<file path="config.mk">
export PLATFORM = sky130hd
export DESIGN_NAME = smrd_top
export DESIGN_NICKNAME = d
export VERILOG_FILES = /design/src/hdl/smrd_pkg.sv /design/src/hdl/smrd_mrs_if.sv /design/src/hdl/smrd_pulse_delay.sv /design/src/hdl/smrd_mrs_decode.sv /design/src/hdl/smrd_top.sv
export SDC_FILE = /design/constraint.sdc
export NUM_CORES = 1
export LEC_CHECK = 0
export BUFFER_PORTS_ARGS = -buffer_cell sky130_fd_sc_hd__buf_2
export CAP_MARGIN = 0
export CORE_MARGIN = 10
export CORE_UTILIZATION = 41
export CTS_CLUSTER_DIAMETER = 150
export CTS_CLUSTER_SIZE = 12
export DETAILED_ROUTE_END_ITERATION = 8
export GPL_TIMING_DRIVEN = 0
export PLACE_DENSITY_LB_ADDON = 0.25
export SLEW_MARGIN = 20
export SYNTH_ARGS = -nofsm -noshare
export SYNTH_HDL_FRONTEND = slang
export SYNTH_SLANG_ARGS = --single-unit
</file>
<file path="constraint.sdc">
create_clock -name clk -period 4.65 [get_ports clk]
set_input_delay 0.465 -clock clk [delete_from_list [all_inputs] [get_ports clk]]
set_output_delay 0.465 -clock clk [all_outputs]
set_load 0.05 [all_outputs]
</file>
<file path="src/hdl/smrd_pkg.sv">
// Shared constants for the mode-register decode block
package smrd_pkg;
  localparam int          MR_W         = 22;
  localparam int          SEL_LO       = 18;
  localparam int          SEL_HI       = 20;
  localparam logic [2:0]  SEL_TIMING   = 3'h0;
  localparam logic [2:0]  SEL_IO_TERM  = 3'h1;
  localparam logic [2:0]  SEL_DO_NOT_USE = 3'h7;
  localparam int          TIM_TEST     = 7;
  localparam int          TIM_DLL_RST  = 8;
  localparam int          IOT_QOFF     = 12;
  localparam int          IOT_XSTRB    = 11;
  localparam int          IOT_TERM_HI  = 10;
  localparam int          IOT_TERM_LO  = 8;
  localparam int          IOT_WLEV     = 7;
  localparam int          IOT_EQ_TOP   = 13;
  localparam int          IOT_EQ_HI    = 6;
  localparam int          IOT_EQ_LO    = 5;
  localparam int          IOT_ADDLAT_HI = 4;
  localparam int          IOT_ADDLAT_LO = 3;
  localparam int          IOT_DRV_HI   = 2;
  localparam int          IOT_DRV_LO   = 1;
  localparam int          IOT_DLL_EN   = 0;
  localparam logic [21:0] TIM_RST      = 22'h000000;
  localparam logic [21:0] IOT_RST      = 22'h000000;
  localparam logic        X8_CONFIG    = 1'b1;
  localparam int          DLY_DEPTH    = 63;
  localparam int          DLL_LOCK_CYC = 768;

  typedef enum logic [1:0] {
    SMRD_ADDLAT_ZERO = 2'b00,
    SMRD_ADDLAT_M1   = 2'b01,
    SMRD_ADDLAT_M2   = 2'b10,
    SMRD_ADDLAT_RSVD = 2'b11
  } smrd_addlat_e;

  typedef enum logic [1:0] {
    SMRD_DLL_OFF     = 2'b00,
    SMRD_DLL_LOCKING = 2'b01,
    SMRD_DLL_LOCKED  = 2'b10
  } smrd_dll_e;

  // Nominal termination in ohms, zero when off
  function automatic logic [7:0] term_ohms(input logic [2:0] c);
    logic [7:0] r;
    r = 8'h00;
    unique case (c)
      3'h0: r = 8'h00;
      3'h1: r = 8'h3c;
      3'h2: r = 8'h78;
      3'h3: r = 8'h28;
      3'h4: r = 8'hf0;
      3'h5: r = 8'h30;
      3'h6: r = 8'h50;
      3'h7: r = 8'h22;
    endcase
    return r;
  endfunction : term_ohms

  // Driver impedance in ohms, zero for the unusable code
  function automatic logic [7:0] drv_ohms(input logic [1:0] c);
    logic [7:0] r;
    r = 8'h00;
    unique case (c)
      2'h0: r = 8'h22;
      2'h1: r = 8'h30;
      2'h2: r = 8'h28;
      2'h3: r = 8'h00;
    endcase
    return r;
  endfunction : drv_ohms
endpackage : smrd_pkg

</file>
<file path="src/hdl/smrd_mrs_if.sv">
// Decoded mode register set command between decoder and core
`timescale 1ns/10ps
`default_nettype none
interface smrd_mrs_if;
  logic        hit;
  logic [2:0]  sel;
  logic [21:0] word;
  modport dec  (output hit, sel, word);
  modport core (input hit, sel, word);
endinterface : smrd_mrs_if
`default_nettype wire

</file>
<file path="src/hdl/smrd_pulse_delay.sv">
// Programmable pulse delay line
`timescale 1ns/10ps
`default_nettype none
module smrd_pulse_delay (
  // Clock and reset
  input  wire logic       clk,
  input  wire logic       srst,
  // Pulse and delay in cycles
  input  wire logic       pulse_in,
  input  wire logic [5:0] dly,
  output logic            pulse_out
);
  logic [smrd_pkg::DLY_DEPTH-1:0] sr;

  always_ff @(posedge clk) begin
    if (srst) begin
      sr <= '0;
    end else begin
      sr <= {sr[smrd_pkg::DLY_DEPTH-2:0], pulse_in};
    end
  end

  assign pulse_out = (dly == 6'h00) ? pulse_in : sr[dly - 6'h01];
endmodule : smrd_pulse_delay
`default_nettype wire

</file>
<file path="src/hdl/smrd_mrs_decode.sv">
// Pin decode of mode register set commands
`timescale 1ns/10ps
`default_nettype none
module smrd_mrs_decode (
  // Command pins
  input  wire logic        cs_n,
  input  wire logic        ras_n,
  input  wire logic        cas_n,
  input  wire logic        we_n,
  input  wire logic [1:0]  bg,
  input  wire logic [1:0]  ba,
  input  wire logic        a17,
  input  wire logic [13:0] a,
  // Decoded command
  smrd_mrs_if.dec          mrs
);
  wire       is_mrs;
  wire [2:0] sel;

  assign is_mrs   = !cs_n && !ras_n && !cas_n && !we_n;
  assign mrs.word = {bg, ba, a17, 3'h0, a};
  assign sel      = mrs.word[smrd_pkg::SEL_HI:smrd_pkg::SEL_LO];
  assign mrs.sel  = sel;
  // Reserved select code is dropped
  assign mrs.hit  = is_mrs && (sel != smrd_pkg::SEL_DO_NOT_USE);
endmodule : smrd_mrs_decode
`default_nettype wire

</file>
<file path="src/hdl/smrd_top.sv">
// Mode register decode and latency timing core
// Function
// First read data comes whole column-latency cycles after internal read.
// Total read latency is added latency plus column latency.
// Controller keeps test-mode bit zero; one gives undefined test mode. The controller model still writes one when test_ok is set.
// Controller programs write recovery at least recovery time over clock, rounded up.
// Write recovery cycles plus precharge period time write auto-precharge.
// With mask and CRC on, bad CRC cancels the write.
// Controller programs read-to-precharge at least minimum time over clock, rounded up.
// Read-to-precharge plus precharge period time activate after read auto-precharge.
// DLL reset bit clears itself after the reset action.
// Controller resets DLL after enable and waits lock time before reads.
// Command loads bits from bank-group, bank and address pins; strobes low.
// Bits 20:18 select target register; code 111 unused.
// Controller writes zero to reserved bits 21 and 17.
// Output disable bit removes driver impedance and termination.
// Bit 11 enables extra termination strobes, eight-bit configuration only.
// Bits 10:8 select nominal termination value in ohms.
// Bit 7 enters write leveling mode.
// Bits 13,6,5 select receiver equalizer setting.
// Bits 4:3 set added latency: zero, minus one, minus two, reserved.
// Controller avoids minus-one added latency under quarter-rate gear-down.
// Bits 2:1 set driver impedance 34, 48, 40 ohms or reserved.
// Bit 0 enables the DLL.
// Reads wait internally for the added latency before executing.
// Second register changes only on commands selecting code 001.
`timescale 1ns/10ps
`default_nettype none
module smrd_top (
  // Clock and reset
  input  wire logic        clk,
  input  wire logic        srst,
  // Command pins
  input  wire logic        cs_n,
  input  wire logic        ras_n,
  input  wire logic        cas_n,
  input  wire logic        we_n,
  input  wire logic [1:0]  bg,
  input  wire logic [1:0]  ba,
  input  wire logic        a17,
  input  wire logic [13:0] a,
  // Timing settings in cycles
  input  wire logic [4:0]  col_latency,
  input  wire logic [4:0]  wr_recovery,
  input  wire logic [3:0]  rd_pre_cycles,
  input  wire logic [4:0]  precharge_cycles,
  // Array commands
  input  wire logic        rd_cmd,
  input  wire logic        rd_ap_cmd,
  input  wire logic        wr_ap_cmd,
  input  wire logic        wr_data_done,
  input  wire logic        crc_error,
  input  wire logic        data_mask_en,
  input  wire logic        write_crc_en,
  // Decoded settings
  output logic             out_disable,
  output logic             xstrb_en,
  output logic [7:0]       nominal_termination_ohms,
  output logic             write_level,
  output logic [2:0]       rx_eq,
  output logic [4:0]       addlat_cycles,
  output logic [7:0]       drv_ohms,
  output logic             dll_enable,
  output logic             test_mode,
  // DLL status
  output logic             dll_reset_pulse,
  output logic             dll_locked,
  // Timing events
  output logic             int_rd,
  output logic             rd_data_start,
  output logic             int_pre,
  output logic             wr_ap_done,
  output logic             act_ok,
  output logic             wr_commit,
  output logic             wr_discard
);
  smrd_mrs_if mrs ();

  smrd_mrs_decode u_dec (
    .cs_n  (cs_n),
    .ras_n (ras_n),
    .cas_n (cas_n),
    .we_n  (we_n),
    .bg    (bg),
    .ba    (ba),
    .a17   (a17),
    .a     (a),
    .mrs   (mrs)
  );

  logic [21:0]         timing_mode_register;
  logic [21:0]         io_and_termination_mode;
  smrd_pkg::smrd_dll_e dll_state;
  logic [9:0]          lock_cnt;

  wire        load0;
  wire        load1;
  wire        dll_rst_bit;
  wire [1:0]  addlat_code;
  wire [4:0]  added_command_latency;
  wire [5:0]  total_read_latency;
  wire [5:0]  autoprecharge_write_delay;
  wire [5:0]  act_delay;
  wire [5:0]  wr_dly;
  wire        qoff;
  wire        crc_check;
  wire        d_int_rd;
  wire        d_rd_data;
  wire        d_int_pre;
  wire        d_wr_done;
  wire        d_act_ok;
  wire        lock_done;

  assign load0 = mrs.hit && (mrs.sel == smrd_pkg::SEL_TIMING);
  assign load1 = mrs.hit && (mrs.sel == smrd_pkg::SEL_IO_TERM);
  assign dll_rst_bit = timing_mode_register[smrd_pkg::TIM_DLL_RST];
  assign qoff  = io_and_termination_mode[smrd_pkg::IOT_QOFF];
  assign addlat_code = io_and_termination_mode[smrd_pkg::IOT_ADDLAT_HI:smrd_pkg::IOT_ADDLAT_LO];

  // Reserved added latency code behaves as zero
  assign added_command_latency =
    (addlat_code == smrd_pkg::SMRD_ADDLAT_M1 && col_latency >= 5'h01) ? col_latency - 5'h01 :
    (addlat_code == smrd_pkg::SMRD_ADDLAT_M2 && col_latency >= 5'h02) ? col_latency - 5'h02 :
    5'h00;
  assign total_read_latency = {1'b0, added_command_latency} + {1'b0, col_latency};
  assign wr_dly = {1'b0, wr_recovery};
  assign autoprecharge_write_delay = wr_dly + {1'b0, precharge_cycles};
  assign act_delay = {2'h0, rd_pre_cycles} + {1'b0, precharge_cycles};
  assign crc_check = data_mask_en && write_crc_en;
  assign lock_done = (lock_cnt == 10'(smrd_pkg::DLL_LOCK_CYC - 1));

  // Mode registers; the DLL reset bit clears itself, a new load wins
  always_ff @(posedge clk) begin
    if (srst) begin
      timing_mode_register <= smrd_pkg::TIM_RST;
    end else if (load0) begin
      timing_mode_register <= mrs.word;
    end else begin
      timing_mode_register[smrd_pkg::TIM_DLL_RST] <= 1'b0;
    end
  end

  always_ff @(posedge clk) begin
    if (srst) begin
      io_and_termination_mode <= smrd_pkg::IOT_RST;
    end else if (load1) begin
      io_and_termination_mode <= mrs.word;
    end
  end

  // DLL lock tracking
  always_ff @(posedge clk) begin
    if (srst) begin
      dll_state <= smrd_pkg::SMRD_DLL_OFF;
      lock_cnt  <= 10'h000;
    end else begin
      unique case (dll_state)
        smrd_pkg::SMRD_DLL_OFF: begin
          lock_cnt <= 10'h000;
          if (dll_enable && dll_reset_pulse) begin
            dll_state <= smrd_pkg::SMRD_DLL_LOCKING;
          end
        end
        smrd_pkg::SMRD_DLL_LOCKING: begin
          lock_cnt <= lock_cnt + 10'h001;
          if (!dll_enable) begin
            dll_state <= smrd_pkg::SMRD_DLL_OFF;
          end else if (lock_done) begin
            dll_state <= smrd_pkg::SMRD_DLL_LOCKED;
          end
        end
        smrd_pkg::SMRD_DLL_LOCKED: begin
          lock_cnt <= 10'h000;
          if (!dll_enable) begin
            dll_state <= smrd_pkg::SMRD_DLL_OFF;
          end else if (dll_reset_pulse) begin
            dll_state <= smrd_pkg::SMRD_DLL_LOCKING;
          end
        end
        default: begin
          dll_state <= smrd_pkg::SMRD_DLL_OFF;
        end
      endcase
    end
  end

  // Field decode to pin-facing flops
  always_ff @(posedge clk) begin
    if (srst) begin
      out_disable  <= 1'b0;
      xstrb_en     <= 1'b0;
      nominal_termination_ohms <= 8'h00;
      write_level  <= 1'b0;
      rx_eq        <= 3'h0;
      addlat_cycles <= 5'h00;
      drv_ohms     <= 8'h00;
      dll_enable   <= 1'b0;
      test_mode    <= 1'b0;
    end else begin
      out_disable  <= qoff;
      xstrb_en     <= smrd_pkg::X8_CONFIG
                      && io_and_termination_mode[smrd_pkg::IOT_XSTRB];
      nominal_termination_ohms <= qoff ? 8'h00 : smrd_pkg::term_ohms(
        io_and_termination_mode[smrd_pkg::IOT_TERM_HI:smrd_pkg::IOT_TERM_LO]);
      write_level  <= io_and_termination_mode[smrd_pkg::IOT_WLEV];
      rx_eq        <= {io_and_termination_mode[smrd_pkg::IOT_EQ_TOP],
                       io_and_termination_mode[smrd_pkg::IOT_EQ_HI:smrd_pkg::IOT_EQ_LO]};
      addlat_cycles <= added_command_latency;
      drv_ohms     <= qoff ? 8'h00 : smrd_pkg::drv_ohms(
        io_and_termination_mode[smrd_pkg::IOT_DRV_HI:smrd_pkg::IOT_DRV_LO]);
      dll_enable   <= io_and_termination_mode[smrd_pkg::IOT_DLL_EN];
      test_mode    <= timing_mode_register[smrd_pkg::TIM_TEST];
    end
  end

  // Delay lines for read, write and precharge timing
  smrd_pulse_delay u_int_rd (
    .clk       (clk),
    .srst      (srst),
    .pulse_in  (rd_cmd),
    .dly       ({1'b0, added_command_latency}),
    .pulse_out (d_int_rd)
  );

  smrd_pulse_delay u_rd_data (
    .clk       (clk),
    .srst      (srst),
    .pulse_in  (rd_cmd),
    .dly       (total_read_latency),
    .pulse_out (d_rd_data)
  );

  smrd_pulse_delay u_int_pre (
    .clk       (clk),
    .srst      (srst),
    .pulse_in  (wr_ap_cmd),
    .dly       (wr_dly),
    .pulse_out (d_int_pre)
  );

  smrd_pulse_delay u_wr_done (
    .clk       (clk),
    .srst      (srst),
    .pulse_in  (wr_ap_cmd),
    .dly       (autoprecharge_write_delay),
    .pulse_out (d_wr_done)
  );

  smrd_pulse_delay u_act_ok (
    .clk       (clk),
    .srst      (srst),
    .pulse_in  (rd_ap_cmd),
    .dly       (act_delay),
    .pulse_out (d_act_ok)
  );

  // Event flops and write commit decision
  always_ff @(posedge clk) begin
    if (srst) begin
      dll_reset_pulse <= 1'b0;
      dll_locked      <= 1'b0;
      int_rd          <= 1'b0;
      rd_data_start   <= 1'b0;
      int_pre         <= 1'b0;
      wr_ap_done      <= 1'b0;
      act_ok          <= 1'b0;
      wr_commit       <= 1'b0;
      wr_discard      <= 1'b0;
    end else begin
      dll_reset_pulse <= dll_rst_bit;
      dll_locked      <= (dll_state == smrd_pkg::SMRD_DLL_LOCKED) && dll_enable;
      int_rd          <= d_int_rd;
      rd_data_start   <= d_rd_data;
      int_pre         <= d_int_pre;
      wr_ap_done      <= d_wr_done;
      act_ok          <= d_act_ok;
      wr_commit       <= wr_data_done && !(crc_check && crc_error);
      wr_discard      <= wr_data_done && crc_check && crc_error;
    end
  end

  property p_iot_hold;
    @(posedge clk) disable iff (srst)
      !load1 |=> $stable(io_and_termination_mode);
  endproperty
  a_iot_hold: assert property (p_iot_hold) else $error("second register changed");

  property p_iot_load;
    @(posedge clk) disable iff (srst)
      load1 |=> io_and_termination_mode == $past(mrs.word);
  endproperty
  a_iot_load: assert property (p_iot_load) else $error("second register not loaded");

  property p_dll_selfclr;
    @(posedge clk) disable iff (srst)
      dll_rst_bit && !load0 |=> !dll_rst_bit ##1 !dll_reset_pulse;
  endproperty
  a_dll_selfclr: assert property (p_dll_selfclr) else $error("dll reset bit stuck");

  property p_qoff;
    @(posedge clk) disable iff (srst)
      qoff |=> nominal_termination_ohms == 8'h00 && drv_ohms == 8'h00 && out_disable;
  endproperty
  a_qoff: assert property (p_qoff) else $error("outputs not disabled");

  property p_rtt34;
    @(posedge clk) disable iff (srst)
      !qoff && io_and_termination_mode[10:8] == 3'h7 |=> nominal_termination_ohms == 8'h22;
  endproperty
  a_rtt34: assert property (p_rtt34) else $error("termination code wrong");

  property p_addlat_minus1;
    @(posedge clk) disable iff (srst)
      addlat_code == 2'b01 && col_latency >= 5'h01 |=> addlat_cycles == $past(col_latency) - 5'h01;
  endproperty
  a_addlat_minus1: assert property (p_addlat_minus1) else $error("added latency wrong");

  property p_crc_block;
    @(posedge clk) disable iff (srst)
      wr_data_done && data_mask_en && write_crc_en && crc_error |=> wr_discard && !wr_commit;
  endproperty
  a_crc_block: assert property (p_crc_block) else $error("bad write committed");

  property p_rl10;
    @(posedge clk) disable iff (srst)
      rd_cmd && total_read_latency == 6'h0a && $stable(total_read_latency)
        |-> ##11 rd_data_start;
  endproperty
  a_rl10: assert property (p_rl10) else $error("read data late or early");

  property p_drv40;
    @(posedge clk) disable iff (srst)
      !qoff && io_and_termination_mode[2:1] == 2'h2 |=> drv_ohms == 8'h28;
  endproperty
  a_drv40: assert property (p_drv40) else $error("driver impedance wrong");
endmodule : smrd_top
`default_nettype wire

</file>
=== After elaboration in Yosys (flattened, before gate mapping) ===
Memories as Yosys holds them, arrays and structs flattened. A register that Yosys moved wholly into a read port is not among the register bits.
Cells that the tools add are included.

* Add/sub/neg operators: 11
* $lt $le $gt $ge: 7
* Eq/ne operators: 13
* Multiplexer cells: 25
* Bitwise gates (word level): 1
* Reduce and logical (&&, ||, !) cells: 33

{| class="wikitable"
|+ Operators by type and width
! cell !! count
|-
| 6-bit by 7-bit < comparator with 1-bit output (second input constant) || 5
|-
| 8-bit one-hot mux with 4 select lines || 1
|-
| 1-bit binary-select mux with 6-bit select || 5
|-
| 6-bit logical NOT || 5
|-
| 10-bit one-hot mux with 2 select lines || 1
|-
| 6-bit by 1-bit subtractor with 6-bit output (second input constant) || 3
|-
| 1-bit logical AND || 15
|-
| 5-bit by 5-bit adder with 6-bit output || 2
|-
| 5-bit by 1-bit subtractor with 6-bit output (second input constant) || 2
|-
| 10-bit by 1-bit adder with 10-bit output (second input constant) || 1
|-
| 10-bit equality test (second input constant) || 1
|-
| 1-bit two-way mux || 10
|-
| 2-bit two-way mux || 5
|-
| 5-bit two-way mux || 2
|-
| 3-bit inequality test (second input constant) || 3
|-
| 2-bit equality test (second input constant) || 4
|-
| 4-bit by 5-bit adder with 6-bit output || 1
|-
| 2-bit by 1-bit equality test with 1-bit output (second input constant) || 3
|-
| 2-bit one-hot mux with 3 select lines || 1
|-
| 2-bit OR reduction || 3
|-
| 5-bit by 1-bit greater-or-equal comparator with 1-bit output (second input constant) || 1
|-
| 5-bit by 2-bit greater-or-equal comparator with 1-bit output (second input constant) || 1
|-
| 1-bit logical NOT || 5
|-
| 5-bit by 1-bit subtractor with 5-bit output (second input constant) || 1
|-
| other kinds (8) || 9
|}

* Register bits after elaboration: 388
* Memory bits (read-only): 56
* Input bits: 51
* Output and inout bits: 38
* Word-level logic and storage cells: 119
* Memories: 1

{| class="wikitable"
|+ Memories
! name !! words !! bits a word !! rd ports !! clocked after Yosys merged registers in !! wr ports !! line !! RTL
|-
| (name not given) || 8 || 7 || 1 || 1 || 0 || smrd_pkg.sv:47 || <nowiki>unique case (c)</nowiki>
|}

=== Logic depth before layout (Yosys ltp) ===
Gate-level depths: netlist of run 1.

* Depth in word-level cells: 9
* Depth in mapped cells: 17
* Gate-level depth less buffers: 16

=== Hierarchy ===
A second synthesis of run 1 with hierarchy kept.

* Cell total of the unflattened synthesis: 1408
* Area, all modules: 15290.9 um^2

{| class="wikitable"
|+ By module, submodules not included
! module !! instances !! cells an instance !! area each (um^2) !! sequential area each (um^2)
|-
| smrd_pulse_delay || 5 || 214 || 2448.6 || 1261.2
|-
| smrd_top || 1 || 310 || 2842.7 || 1221.2
|-
| smrd_mrs_decode || 1 || 28 || 205.2 || 0.0
|}

=== Least setup slack after synthesis of run 1 ===
OpenSTA, ideal clock, no wires.

* Kind: input port to flip-flop
* Start: input col_latency[1]
* End: register rd_data_start
* Setup time: 0.087 ns
* Arrival: 4.368 ns
* Required time: 4.563 ns
* Slack: 0.195 ns
* Cell stages on the path: 17
* Buffers on the path: 2
* Cells stage by stage: inv_1 ha_1 or3b_4 o311ai_4 mux2i_4 ha_1 inv_1 fa_1 ha_1 clkbuf_1 clkbuf_1 mux4_2 mux2i_1 mux2i_1 mux2i_1 mux2_2 o31ai_1

* Longest elaborated chain between the ends: 9
* Elaborated cells on any way between the ends: 14
* Classes of those cells: add/sub: 4; order compare: 2; mux: 5; reduce/logical: 3

{| class="wikitable"
|+ RTL lines
! item !! line !! RTL
|-
| start, declared || smrd_top.sv:43 || <nowiki>input wire logic [4:0] col_latency,</nowiki>
|-
| 5-bit by 2-bit greater-or-equal comparator with 1-bit output || smrd_top.sv:123 || <nowiki>(addlat_code == smrd_pkg::SMRD_ADDLAT_M2 && col_latency >= 5'h02) ? col_latency - 5'h02 :</nowiki>
|-
| 1-bit logical AND || smrd_top.sv:123 ||
|-
| 5-bit two-way mux || smrd_top.sv:123 ||
|-
| 5-bit two-way mux (*) || smrd_top.sv:122 || <nowiki>(addlat_code == smrd_pkg::SMRD_ADDLAT_M1 && col_latency >= 5'h01) ? col_latency - 5'h01 :</nowiki>
|-
| net added_command_latency[0] || smrd_top.sv:100 || <nowiki>wire [4:0] added_command_latency;</nowiki>
|-
| 5-bit by 5-bit adder with 6-bit output (*) || smrd_top.sv:125 || <nowiki>assign total_read_latency = {1'b0, added_command_latency} + {1'b0, col_latency};</nowiki>
|-
| 6-bit by 1-bit subtractor with 6-bit output || smrd_pulse_delay.sv:23 || <nowiki>assign pulse_out = (dly == 6'h00) ? pulse_in : sr[dly - 6'h01];</nowiki>
|-
| 1-bit binary-select mux with 6-bit select || smrd_pulse_delay.sv:23 ||
|-
| 1-bit two-way mux (not written as such) || smrd_pulse_delay.sv:23 ||
|-
| 1-bit two-way mux (*) || smrd_pulse_delay.sv:23 ||
|-
| end signal, assigned || smrd_top.sv:273 || <nowiki>rd_data_start <= d_rd_data;</nowiki>
|-
| end, declared || smrd_top.sv:70 || <nowiki>output logic rd_data_start,</nowiki>
|}

The timed path passes the listed nets; every way through them passes the cells marked *. The select of a mux whose other input is x is not followed.
A chain may end at the register's enable or synchronous reset.

=== Worst setup path in the final report of run 1 ===
Ends and elaborated chain as after synthesis.

==> results.md, run 1 <==
- DRT iter0 DRCs: 290
- Worst vdd ir: 250 µV
- Slew Limit Fails: 0
- Seq/Total Area, Yosys: between 40% and 50%
- Clock sink count: 250
- Cell count after synthesis: 913
- WP depth: 15
- EDFF count, synth: 0
- Drc violations: 0
- Outcome: finished, final reports clean
- Remaining Overflow, GRT: 0
- DR vias/cell: around 4.9
- Reg2reg end: rd_data_start
- Critical path cell sequence: buf_2, inv_1, ha_1, or3b_4, o311ai_4, mux2i_4, ha_1, inv_1, fa_1, ha_2, mux4_2, mux4_2, mux2i_1, mux2_2, o31ai_1
- Cts bufs inserted: 24
- Storage element area: 5000 µm²
- CTS Hold Bufs: 0
- Crit path buf inv count: 3
- Largest net degree at the start of global routing: 13
- Final hold vios: 0
- Die span in y: ~180 µm
- Final period utilization: between 90% and 100%
- Total power draw: around 4.3 mW
- DP Area: 11400 µm²
- Slew Limit Headroom: a little over two fifths
- # Max-Cap Violations: 0
- CP Launch Point: col_latency[1]
- Drt first pass iters: 4
- # IOs: 89
- CP Max Fanout: 17
- Syn Area/Cell: about 12 µm²
- Die X: approximately 180 µm
- Layout Nets: approximately 1100
- Setup CP Type: input pin to flip-flop
- Root buf cell: clkbuf_16
- Reg-to-Reg Start: io_and_termination_mode[4]
- Worst path max stage delay: ~0.65 ns
- Area growth syn-to-layout: 14.1%
- Multi-input combinational cell area: 5260 µm²
- Design Area, Final: around 12000 µm²
- Worst Path Required: 5.01 ns
- Yosys reg bits: 250
- CP max stage cell: ha_2
- Critical Path Source Type: input pin
- R2R setup slack: 0.88 ns
- Post-route core utilization: a little under half
- Synth Warn #: 0
- Worst slew pin tran: between 0.8 and 0.9 ns
- Die area: ~33000 µm²
- Postcts setup bufs: 0
- Minimum clock period: 4.42 ns
- FFs w/ async S/R, synth: 0%
- Worst skew pair latency: about 0.5 ns
- DR vias: 6650
- Hold Path Class: input pin to flip-flop
- HP Start: srst
- Initial antenna violation count: 0
- Clock buffer depth: 3
- Synth Cell Area: about 11000 µm²
- ANT cells: 0
- Post-route ant nets: 0
- GRT Total Usage: between 10% and 20%
- Core Area: 25300 µm²
- Placed cell count: 1328
- Clock Skew: a little under 0.009 ns
- Critical Path Sink Type: flip-flop
- CTS tree: built
- Fill cell count: 2371
- Clk slew on worst S/H paths: around 0.060 ns
- Reg2Reg Depth: 12
- Crit path DAT: ~4.8 ns
- CP Capture Point: rd_data_start
- HPWL Detailed: approximately 15000 µm
- CTS HTree Levels: 1
- Top_reg_cell synth: dfxtp_1
- Placer Congestion: approximately 0.8
- Vias in the first global route: about 6800
- Row count: 58
- Pleak: roughly 4.9 nW
- Routed Wire Length: about 21000 µm
- Final setup violation count: 0
- Port Buffers: 81
- Unrepaired setup endpoints after global routing: false
- Routed WL per cell: approximately 16 µm
- Layout cells sized above 1: 19.8%
- Starting Density: 41.8%
- Final non-filler cell total: between 1000 and 1500
- Cell variety after synth: between 60 and 70
- Fmax: between 200 and 250 MHz
- PD cells: about 360 nW/µm²
- CP delay by family, top: adder cells
- Global-route wire length before repair: 35800 µm
==> metrics by stage <==
stage / worst slack (ns) / hold WS (ns) / TNS [ns]
after global routing: 0.0485 / 0.167 / 0
after floorplan: 0.195 / 0.414 / 0
after CTS: 0.109 / 0.155 / 0
after detailed placement: -0.828 / 0.447 / -1.32
after global placement: -0.926 / 0.435 / -1.38
final: 0.227 / 0.186 / 0
==> worst min-delay path by stage <==
stage / endpoint / slack (ns) / cells after the start
4_1_cts: u_int_pre.sr[0] / 0.15 / 2
3_3_place_gp: u_act_ok.sr[47] / 0.43 / 1
5_1_grt: timing_mode_register[8] / 0.17 / 2
3_5_place_dp: u_int_rd.sr[50] / 0.45 / 1
6_report: u_int_pre.sr[0] / 0.19 / 2
2_1_floorplan: dll_reset_pulse / 0.41 / 1
==> cells in the final DEF, fill, tap and decap left out, drive strengths merged, types with 3 or more instances in the layout <==
master and n:
dfxtp 250, nor2b 208, buf 93, mux4 63
clkbuf 63, mux2i 62, nor2 43, ha 31
inv 25, a21oi 20, xnor2 20, nand2 19
nand3 18, xor2 14, nor3 8, a21o 8
mux2 7, o21ai 6, nor3b 5, nand2b 5
conb 5, nand4 4, a31oi 4, and3 4
nor4b 3, fa 3, or3b 3
==> kinds of logic after synthesis <==
| kind of cell | after synthesis | synth area share [%] |
|---|---|---|
| AOI/OAI and AO/OA | 54 | 3.51 |
| xor gates and xnor gates | 34 | 3.00 |
| adders and majority gates | 34 | 4.24 |
| buffers and inverters | 76 | 3.07 |
| DFF | 250 | 47.4 |
| muxes | 132 | 20.4 |
| other | 1 | 0.0355 |
| and+or+nand+nor | 332 | 18.3 |
==> what timing repair did <==
item / 4_1_cts / 5_1_grt
cloned: 0 / 0
gates resized for setup: 2 / 3
endpoints found under the setup margin: 1 / 2
==> synthesized netlist by cell type (all sizes together) (3+ instances only) <==
| cell | n | area, µm² |
|---|---|---|
| nand2 | 19 | 71.3 |
| nor3b | 5 | 37.5 |
| and3 | 4 | 26.3 |
| nand3 | 18 | 95.1 |
| o21ai | 6 | 33.8 |
| mux2 | 7 | 78.8 |
| xor2 | 14 | 123 |
| xnor2 | 20 | 194 |
| nor2 | 43 | 161 |
| a21oi | 20 | 100 |
| dfxtp | 250 | 5000 |
| nand4 | 4 | 25.0 |
| nor4b | 3 | 26.3 |
| fa | 3 | 60.1 |
| nor3 | 8 | 40.0 |
| a31oi | 4 | 25.0 |
| clkbuf | 38 | 143 |
| a21o | 8 | 61.3 |
| ha | 31 | 388 |
| mux2i | 62 | 633 |
| nand2b | 5 | 31.3 |
| mux4 | 63 | 1440 |
| or3b | 3 | 28.8 |
| nor2b | 208 | 1300 |
| buf | 13 | 87.6 |
| inv | 25 | 93.8 |
==> area by class of cell <==
cell class              count  share of cell area, %
flip-flops and latches    250                   41.6
multi-input cells         591                   43.7
clock buffers              26                   5.31
plain buffers              49                   1.86
well taps                 330                   3.43
repair buffers             81                   3.37
inverters                  25                  0.779
==> metal layers <==
layer  vias to the layer above  share of wire (%)  global-route usage [%]
li1                       3346                  -                       -
met1                      3173                 49                    18.0
met2                        95                 45                    20.3
met3                        36                3.8                    2.25
met4                         0                2.3                    4.00
met5                         -                  0                       0
==> power by group <==
part	internal (mW)	switching [mW]
Clock	0.957	0.759
Sequential	2.15	0.00364
Combinational	0.169	0.263
==> flip-flops by register name, indices dropped and copies added, names as in the netlist, 2 cells and up <==
name	cells
rx_eq	3
u_int_rd.sr	63
addlat_cycles	5
io_and_termination_mode	14
dll_state	2
nominal_termination_ohms	7
lock_cnt	10
u_act_ok.sr	63
drv_ohms	4
u_int_pre.sr	63
timing_mode_register	2
Note: power is estimated with default switching activity, not from simulation.
==> inputs of run 2 (changes only) <==
--- a/config.mk
+++ b/config.mk
@@ -5,8 +5,9 @@
 export SDC_FILE = /design/constraint.sdc
 export NUM_CORES = 1
 export LEC_CHECK = 0
+export ABC_AREA = 1
 export BUFFER_PORTS_ARGS = -buffer_cell sky130_fd_sc_hd__buf_2
-export CAP_MARGIN = 0
+export CAP_MARGIN = 10
 export CORE_MARGIN = 10
 export CORE_UTILIZATION = 41
 export CTS_CLUSTER_DIAMETER = 150
==> run 2 against run 1 <==
  * Synthesized cell count rose by 76%
  * Register-to-register slack got worse by 0.28 ns
  * Largest cell class is now registers
  * Worst hold slack improved by 0.0039 ns
  * Synthesized area rose by 7.7%
  * Sequential power is essentially flat
  * Wire length increased by 31%
==> results.md, run 2 <==
- Critical Path Source Type: input pin
- Die span in y: between 150 and 200 µm
- Synth top area share: 44.0%
- Met1 wire length: roughly 13000 µm
- Final setup violation count: 0
- Drc violations: 0
- CP most frequent cell: inv_1
- Final period utilization: 92.2%
- Initial antenna violation count: 0
- Combinational Power Share: 16.5%
- Top Registers: u_act_ok.sr: 63 flops, u_int_pre.sr: 63 flops, u_int_rd.sr: 63 flops
- DRT iter0 DRCs: between 600 and 700
- Clock power share: 37.1%
- Cts bufs inserted: 24
- PD cells: 362 nW/µm²
- Most frequent cells in the layout: inv_1 (304), dfxtp_1 (250), nor2_1 (229)
- CP max stage cell: ha_1
- Crit path buf inv count: 11
- # Max-Cap Violations: 0
- Placer Congestion: around 0.9
- Setup CP Type: input pin to flip-flop
- Routed WL per cell: 13.4 µm
- Place WS: -0.373 ns
- Hold Path Class: input pin to flip-flop
- Main area contributors after synthesis: dfxtp_1 (44%), inv_1 (10%), nor2_1 (7.6%)
- Worst vdd ir: roughly 280 µV
- Storage element area: roughly 5000 µm²
- Row count: 60
- ANT cells: 0
- Sw frac: around 28%
- Clock Skew: about 0.015 ns
- Slew Limit Fails: 0
- Port Buffers: a little over 80
- Core Area: 27100 µm²
- DR vias: 10100
- CP delay by family, top: buffers and inverters
- Post-route ant nets: 0
- EDFF count, synth: 0
- Psw: 1.31 mW
- HPWL Detailed: ~20000 µm
- Critical Path Sink Type: flip-flop
- Worst path max stage delay: 0.34 ns
- Drt first pass iters: 5
- Crit path DAT: 4.76 ns
- Leading area contributor after synthesis: dfxtp_1
- DR vias/cell: about 4.8
- Commonest non-fill, non-tap cell in the layout: inv_1
- Worst Path Required: around 5.1 ns
- Final hold vios: 0
- CTS HTree Levels: 1
- Seq/Total Area, Yosys: roughly 44%
- Fmax: roughly 230 MHz
- Clk slew on worst S/H paths: approximately 0.07 ns
- CTS tree: built
- Top_reg_cell synth: dfxtp_1
- Die X: 187 µm
- Most frequent cells after synthesis: inv_1 (304), dfxtp_1 (250), nor2_1 (229)
- Pleak: around 5.6 nW
- Post-route core utilization: 47.6%
- Routed Wire Length: ~28000 µm
- Clock buffer depth: 3
- Fill cell count: about 2800
- Starting Density: a little over two fifths
- Synth Warn #: 0
- Most numerous cell in the Yosys netlist: inv_1
- Unrepaired setup endpoints after global routing: false
- Yosys reg bits: 250
- Layout cells sized above 1: under 10%
- Remaining Overflow, GRT: 0
- # IOs: 89
- Part of the power in registers: 46.4%
- Layout Nets: roughly 1800
- Cell variety after synth: 46
- Outcome: finished, final reports clean
- Minimum clock period: approximately 4.3 ns
- Setup TNS: 0 ns
- Worst skew pair latency: roughly 0.52 ns
- Root buf cell: clkbuf_16
- Met2 routed WL: 12300 µm
- Worst slew pin tran: 0.721 ns
- Uppermost layer routed: met4
- Vias in the first global route: between 9000 and 10000
- Power Internal: about 3.4 mW
- Synth Cell Area: about 11000 µm²
- CP Max Fanout: 11
- Area growth syn-to-layout: 13.4%
- Die area: about 35000 µm²
- Syn Area/Cell: 7.08 µm²
- GRT Total Usage: 15.5%
- Clock sink count: 250
- Global-route wire length before repair: ~47000 µm
- Setup slack after layout: 0.362 ns
- Final non-filler cell total: between 2000 and 2500
- Largest net degree at the start of global routing: 13
- Met3 Wirelength: ~1600 µm
- Total power draw: 4.66 mW
- Multi-input combinational cell area: about 5000 µm²
- CTS Hold Bufs: 0
- Placed cell count: around 2100
- Slew Limit Headroom: ~52%
- FFs w/ async S/R, synth: 0%
- Cell count after synthesis: between 1500 and 2000
run 2: cell types whose count changed after synthesis, moves of 61 or more:
| cell | previous run | this run |
|---|---|---|
| inv_1 | 24 | 304 |
| nor2b_1 | 208 | 0 |
| nand2_1 | 19 | 207 |
| nor2_1 | 43 | 229 |
| o21ai_0 | 4 | 160 |
| a21oi_1 | 20 | 148 |
| nand3_1 | 17 | 96 |
| mux2i_1 | 61 | 0 |
run 2: area by class of cell:
type                            count  area share (%)
Timing Repair Buffer               81            3.14
Buffer                             75            2.71
Multi-Input combinational cell    974            37.7
Clock buffer                       26            4.96
Sequential cell                   250            38.8
Inverter                          310            9.03
Tap cell                          372            3.61
run 2: stage by stage:
step | instance area [µm²] | hold WS, ns
6_report | 12900 | 0.189
5_1_grt | 12900 | 0.200
4_1_cts | 12900 | 0.164
3_5_place_dp | 12300 | 0.407
3_3_place_gp | 12300 | 0.402
2_1_floorplan | 11400 | 0.388
run 2: tightest hold or removal path, delay by kind of cell:
family | cells | cell delay, ns
buffers and inverters | 2 | 0.14
AND/OR/NAND/NOR | 1 | 0.07
run 2: power groups by stage:
stage               logic, mW  clock network, mW  registers [mW]
detailed placement      0.766                  0            2.21
floorplan               0.508                  0            2.25
CTS                     0.768               1.78            2.16
finish                  0.770               1.73            2.16
global placement        0.760                  0            2.21
global route            0.864               1.86            2.16
run 2: path summary, 6_finish.rpt:
path,startpoint,endpoint,slack (ns),cells after the start
max reg2reg,io_and_termination_mode[4],rd_data_start,0.60,24
max,col_latency[1],rd_data_start,0.36,28
min,wr_data_done,wr_commit,0.19,3
min reg2reg,u_int_rd.sr[61],u_int_rd.sr[62],0.40,2
run 2: per-layer routing:
metal  up-vias  global-route usage, %
li1       5203                      -
met2       266                   24.7
met4         0                   4.34
met3        44                   2.50
met1      4540                   21.0
met5         -                      0
run 2: repair_timing:
item                       in CTS  in global routing
hold endpoints to repair        0                  0
setup buffers                   0                  0
gates resized for setup         0                  2
setup endpoints to repair       0                  1
run 2: kinds of logic after synthesis:
group,synth area share [%]
AO/OA/AOI/OAI,14.5
other,0.0330
adder cells (fa/ha/maj),3.94
XOR/XNOR,1.85
buffers and inverters,13.3
AND/OR/NAND/NOR,22.4
flip-flops,44.0
==> inputs of run 3 (changes only) <==
--- a/config.mk
+++ b/config.mk
@@ -9,11 +9,12 @@
 export BUFFER_PORTS_ARGS = -buffer_cell sky130_fd_sc_hd__buf_2
 export CAP_MARGIN = 10
 export CORE_MARGIN = 10
-export CORE_UTILIZATION = 41
+export CORE_UTILIZATION = 30
 export CTS_CLUSTER_DIAMETER = 150
 export CTS_CLUSTER_SIZE = 12
 export DETAILED_ROUTE_END_ITERATION = 8
 export GPL_TIMING_DRIVEN = 0
+export HOLD_SLACK_MARGIN = 0.02
 export PLACE_DENSITY_LB_ADDON = 0.25
 export SLEW_MARGIN = 20
 export SYNTH_ARGS = -nofsm -noshare
==> run 3 against run 2 <==
  * Worst hold slack lost 0.010 ns
  * Combinational power up 1%
  * Maximum frequency rose by 0.61%
  * Die area grew 32%
  * Critical path depth is 1 higher
  * Clock power about the same
  * Flip-flop and latch count unchanged
  * Clock skew up 0.0036 ns
  * First-iteration DRC count is 17% lower
  * Wire length rose by 6.1%
  * Critical endpoint unchanged
  * Largest power group unchanged
==> results.md, run 3 (synthesized netlist as in run 2, its figures left out) <==
- Critical Path Sink Type: flip-flop
- Fill cell count: about 4200
- CP most frequent cell: nand2_1
- Clk slew on worst S/H paths: around 0.070 ns
- # IOs: between 80 and 90
- Initial antenna violation count: 0
- Minimum clock period: ~4.3 ns
- CTS HTree Levels: 1
- GRT Total Usage: between 10% and 20%
- Remaining Overflow, GRT: 0
- Drt first pass iters: 5
- Fmax: 235 MHz
- Die X: ~210 µm
- Port Buffers: 81
- Final non-filler cell total: ~2200
- Routed WL per cell: 13.4 µm
- DRT iter0 DRCs: between 500 and 600
- Worst path max stage delay: ~0.50 ns
- Worst skew pair latency: between 0.5 and 0.6 ns
- Outcome: finished, final reports clean
- Routed Wire Length: between 20000 and 30000 µm
- HPWL Detailed: 21300 µm
- Clock power share: a little under two fifths
- Unrepaired setup endpoints after global routing: false
- Worst slew pin tran: approximately 0.80 ns
- Post-route ant nets: 0
- Worst vdd ir: a little under 300 µV
- PD cells: ~360 nW/µm²
- Commonest non-fill, non-tap cell in the layout: inv_1
- CTS tree: built
- Pleak: 5.61 nW
- Crit path buf inv count: 9
- Die span in y: 215 µm
- Clock sink count: between 200 and 300
- # Max-Cap Violations: 0
- Cts bufs inserted: 24
- Clock Skew: between 0.015 and 0.02 ns
- Crit path DAT: 4.67 ns
- Min Hold Slack: about 0.18 ns
- Critical Path Source Type: input pin
- Root buf cell: clkbuf_16
- Hold Path Class: input pin to flip-flop
- CP max stage cell: clkbuf_1
- Layout Nets: 1801
- Placed cell count: approximately 2200
- Worst Path Required: between 5 and 6 ns
- Starting Density: 30.3%
- Slew Limit Headroom: 46.5%
- Psw: about 1.3 mW
- DR vias/cell: roughly 4.5
- DR vias: between 10000 and 15000
- Combinational Power Share: 16.7%
- Storage element area: around 5000 µm²
- Power Internal: roughly 3.4 mW
- Part of the power in registers: a little under half
- Setup CP Type: input pin to flip-flop
- Multi-input combinational cell area: roughly 4900 µm²
- Largest net degree at the start of global routing: 13
- Clock buffer depth: 3
- CP delay by family, top: buffers and inverters
- Layout cells sized above 1: 9.38%
- Row count: between 70 and 80
- Vias in the first global route: 9702
- Slew Limit Fails: 0
- Top Registers: u_act_ok.sr: 63 flops, u_int_pre.sr: 63 flops, u_int_rd.sr: 63 flops
- Core Area: 37500 µm²
- Placer Congestion: 0.870
- Global-route wire length before repair: roughly 50000 µm
- Final hold vios: 0
- ANT cells: 0
- CP Max Fanout: 11
- Most frequent cells in the layout: inv_1 (304), dfxtp_1 (250), nor2_1 (229)
- Area growth syn-to-layout: 15.0%
- Final period utilization: about nine tenths
- Final setup violation count: 0
- Die area: ~46000 µm²
- Drc violations: 0
- Sw frac: 28.2%
run 3: metal layers:
layer  GRT usage, %  wire length [µm]
met5              0                 0
met4           3.71               716
met3           2.24              1510
met2           19.9             13000
met1           17.1             14500
run 3: stage by stage:
step	cell area, µm²	TNS (ns)	worst slack (ns)	utilization [%]	power (mW)
floorplan	11400	0	0.873	-	2.75
global placement	12400	-0.334	-0.334	33.1	2.98
detailed placement	12400	-0.325	-0.325	33.1	2.99
CTS	13100	0	0.215	34.9	4.74
global route	13100	0	0.0373	34.9	4.91
finish	13100	0	0.388	34.9	4.67
run 3: final timing paths:
| kind | start | to | slack [ns] | cells after the start |
|---|---|---|---|---|
| hold / removal | rd_ap_cmd | u_act_ok.sr[0] | 0.18 | 3 |
| hold reg to reg | timing_mode_register[8] | dll_reset_pulse | 0.41 | 2 |
| setup reg to reg | io_and_termination_mode[4] | rd_data_start | 0.59 | 26 |
| setup / recovery | col_latency[1] | rd_data_start | 0.39 | 29 |
run 3: power groups by stage:
stage | registers [mW] | clock network [mW] | logic, mW
floorplan | 2.25 | 0 | 0.508
global placement | 2.21 | 0 | 0.770
detailed placement | 2.21 | 0 | 0.774
CTS | 2.16 | 1.79 | 0.777
global route | 2.16 | 1.87 | 0.875
finish | 2.16 | 1.73 | 0.778
run 3: final cells by class:
cell class                      instances  share of cell area (%)
Clock buffer                           26                    4.89
Sequential cell                       250                    38.3
Tap cell                              511                    4.89
Multi-Input combinational cell        974                    37.2
Buffer                                 75                    2.67
Timing Repair Buffer                   81                    3.10
Inverter                              310                    8.91
run 3: what timing repair did:
| action | CTS | global route |
|---|---|---|
| resized for setup | 0 | 2 |
| buffers inserted | 0 | 0 |
| hold buffers | 0 | 0 |
| endpoints found under the setup margin | 0 | 1 |
run 3: worst min-delay path, stage by stage:
cell and delay [ns]:
buf_2 0.07, inv_1 0.05, nor2_1 0.07
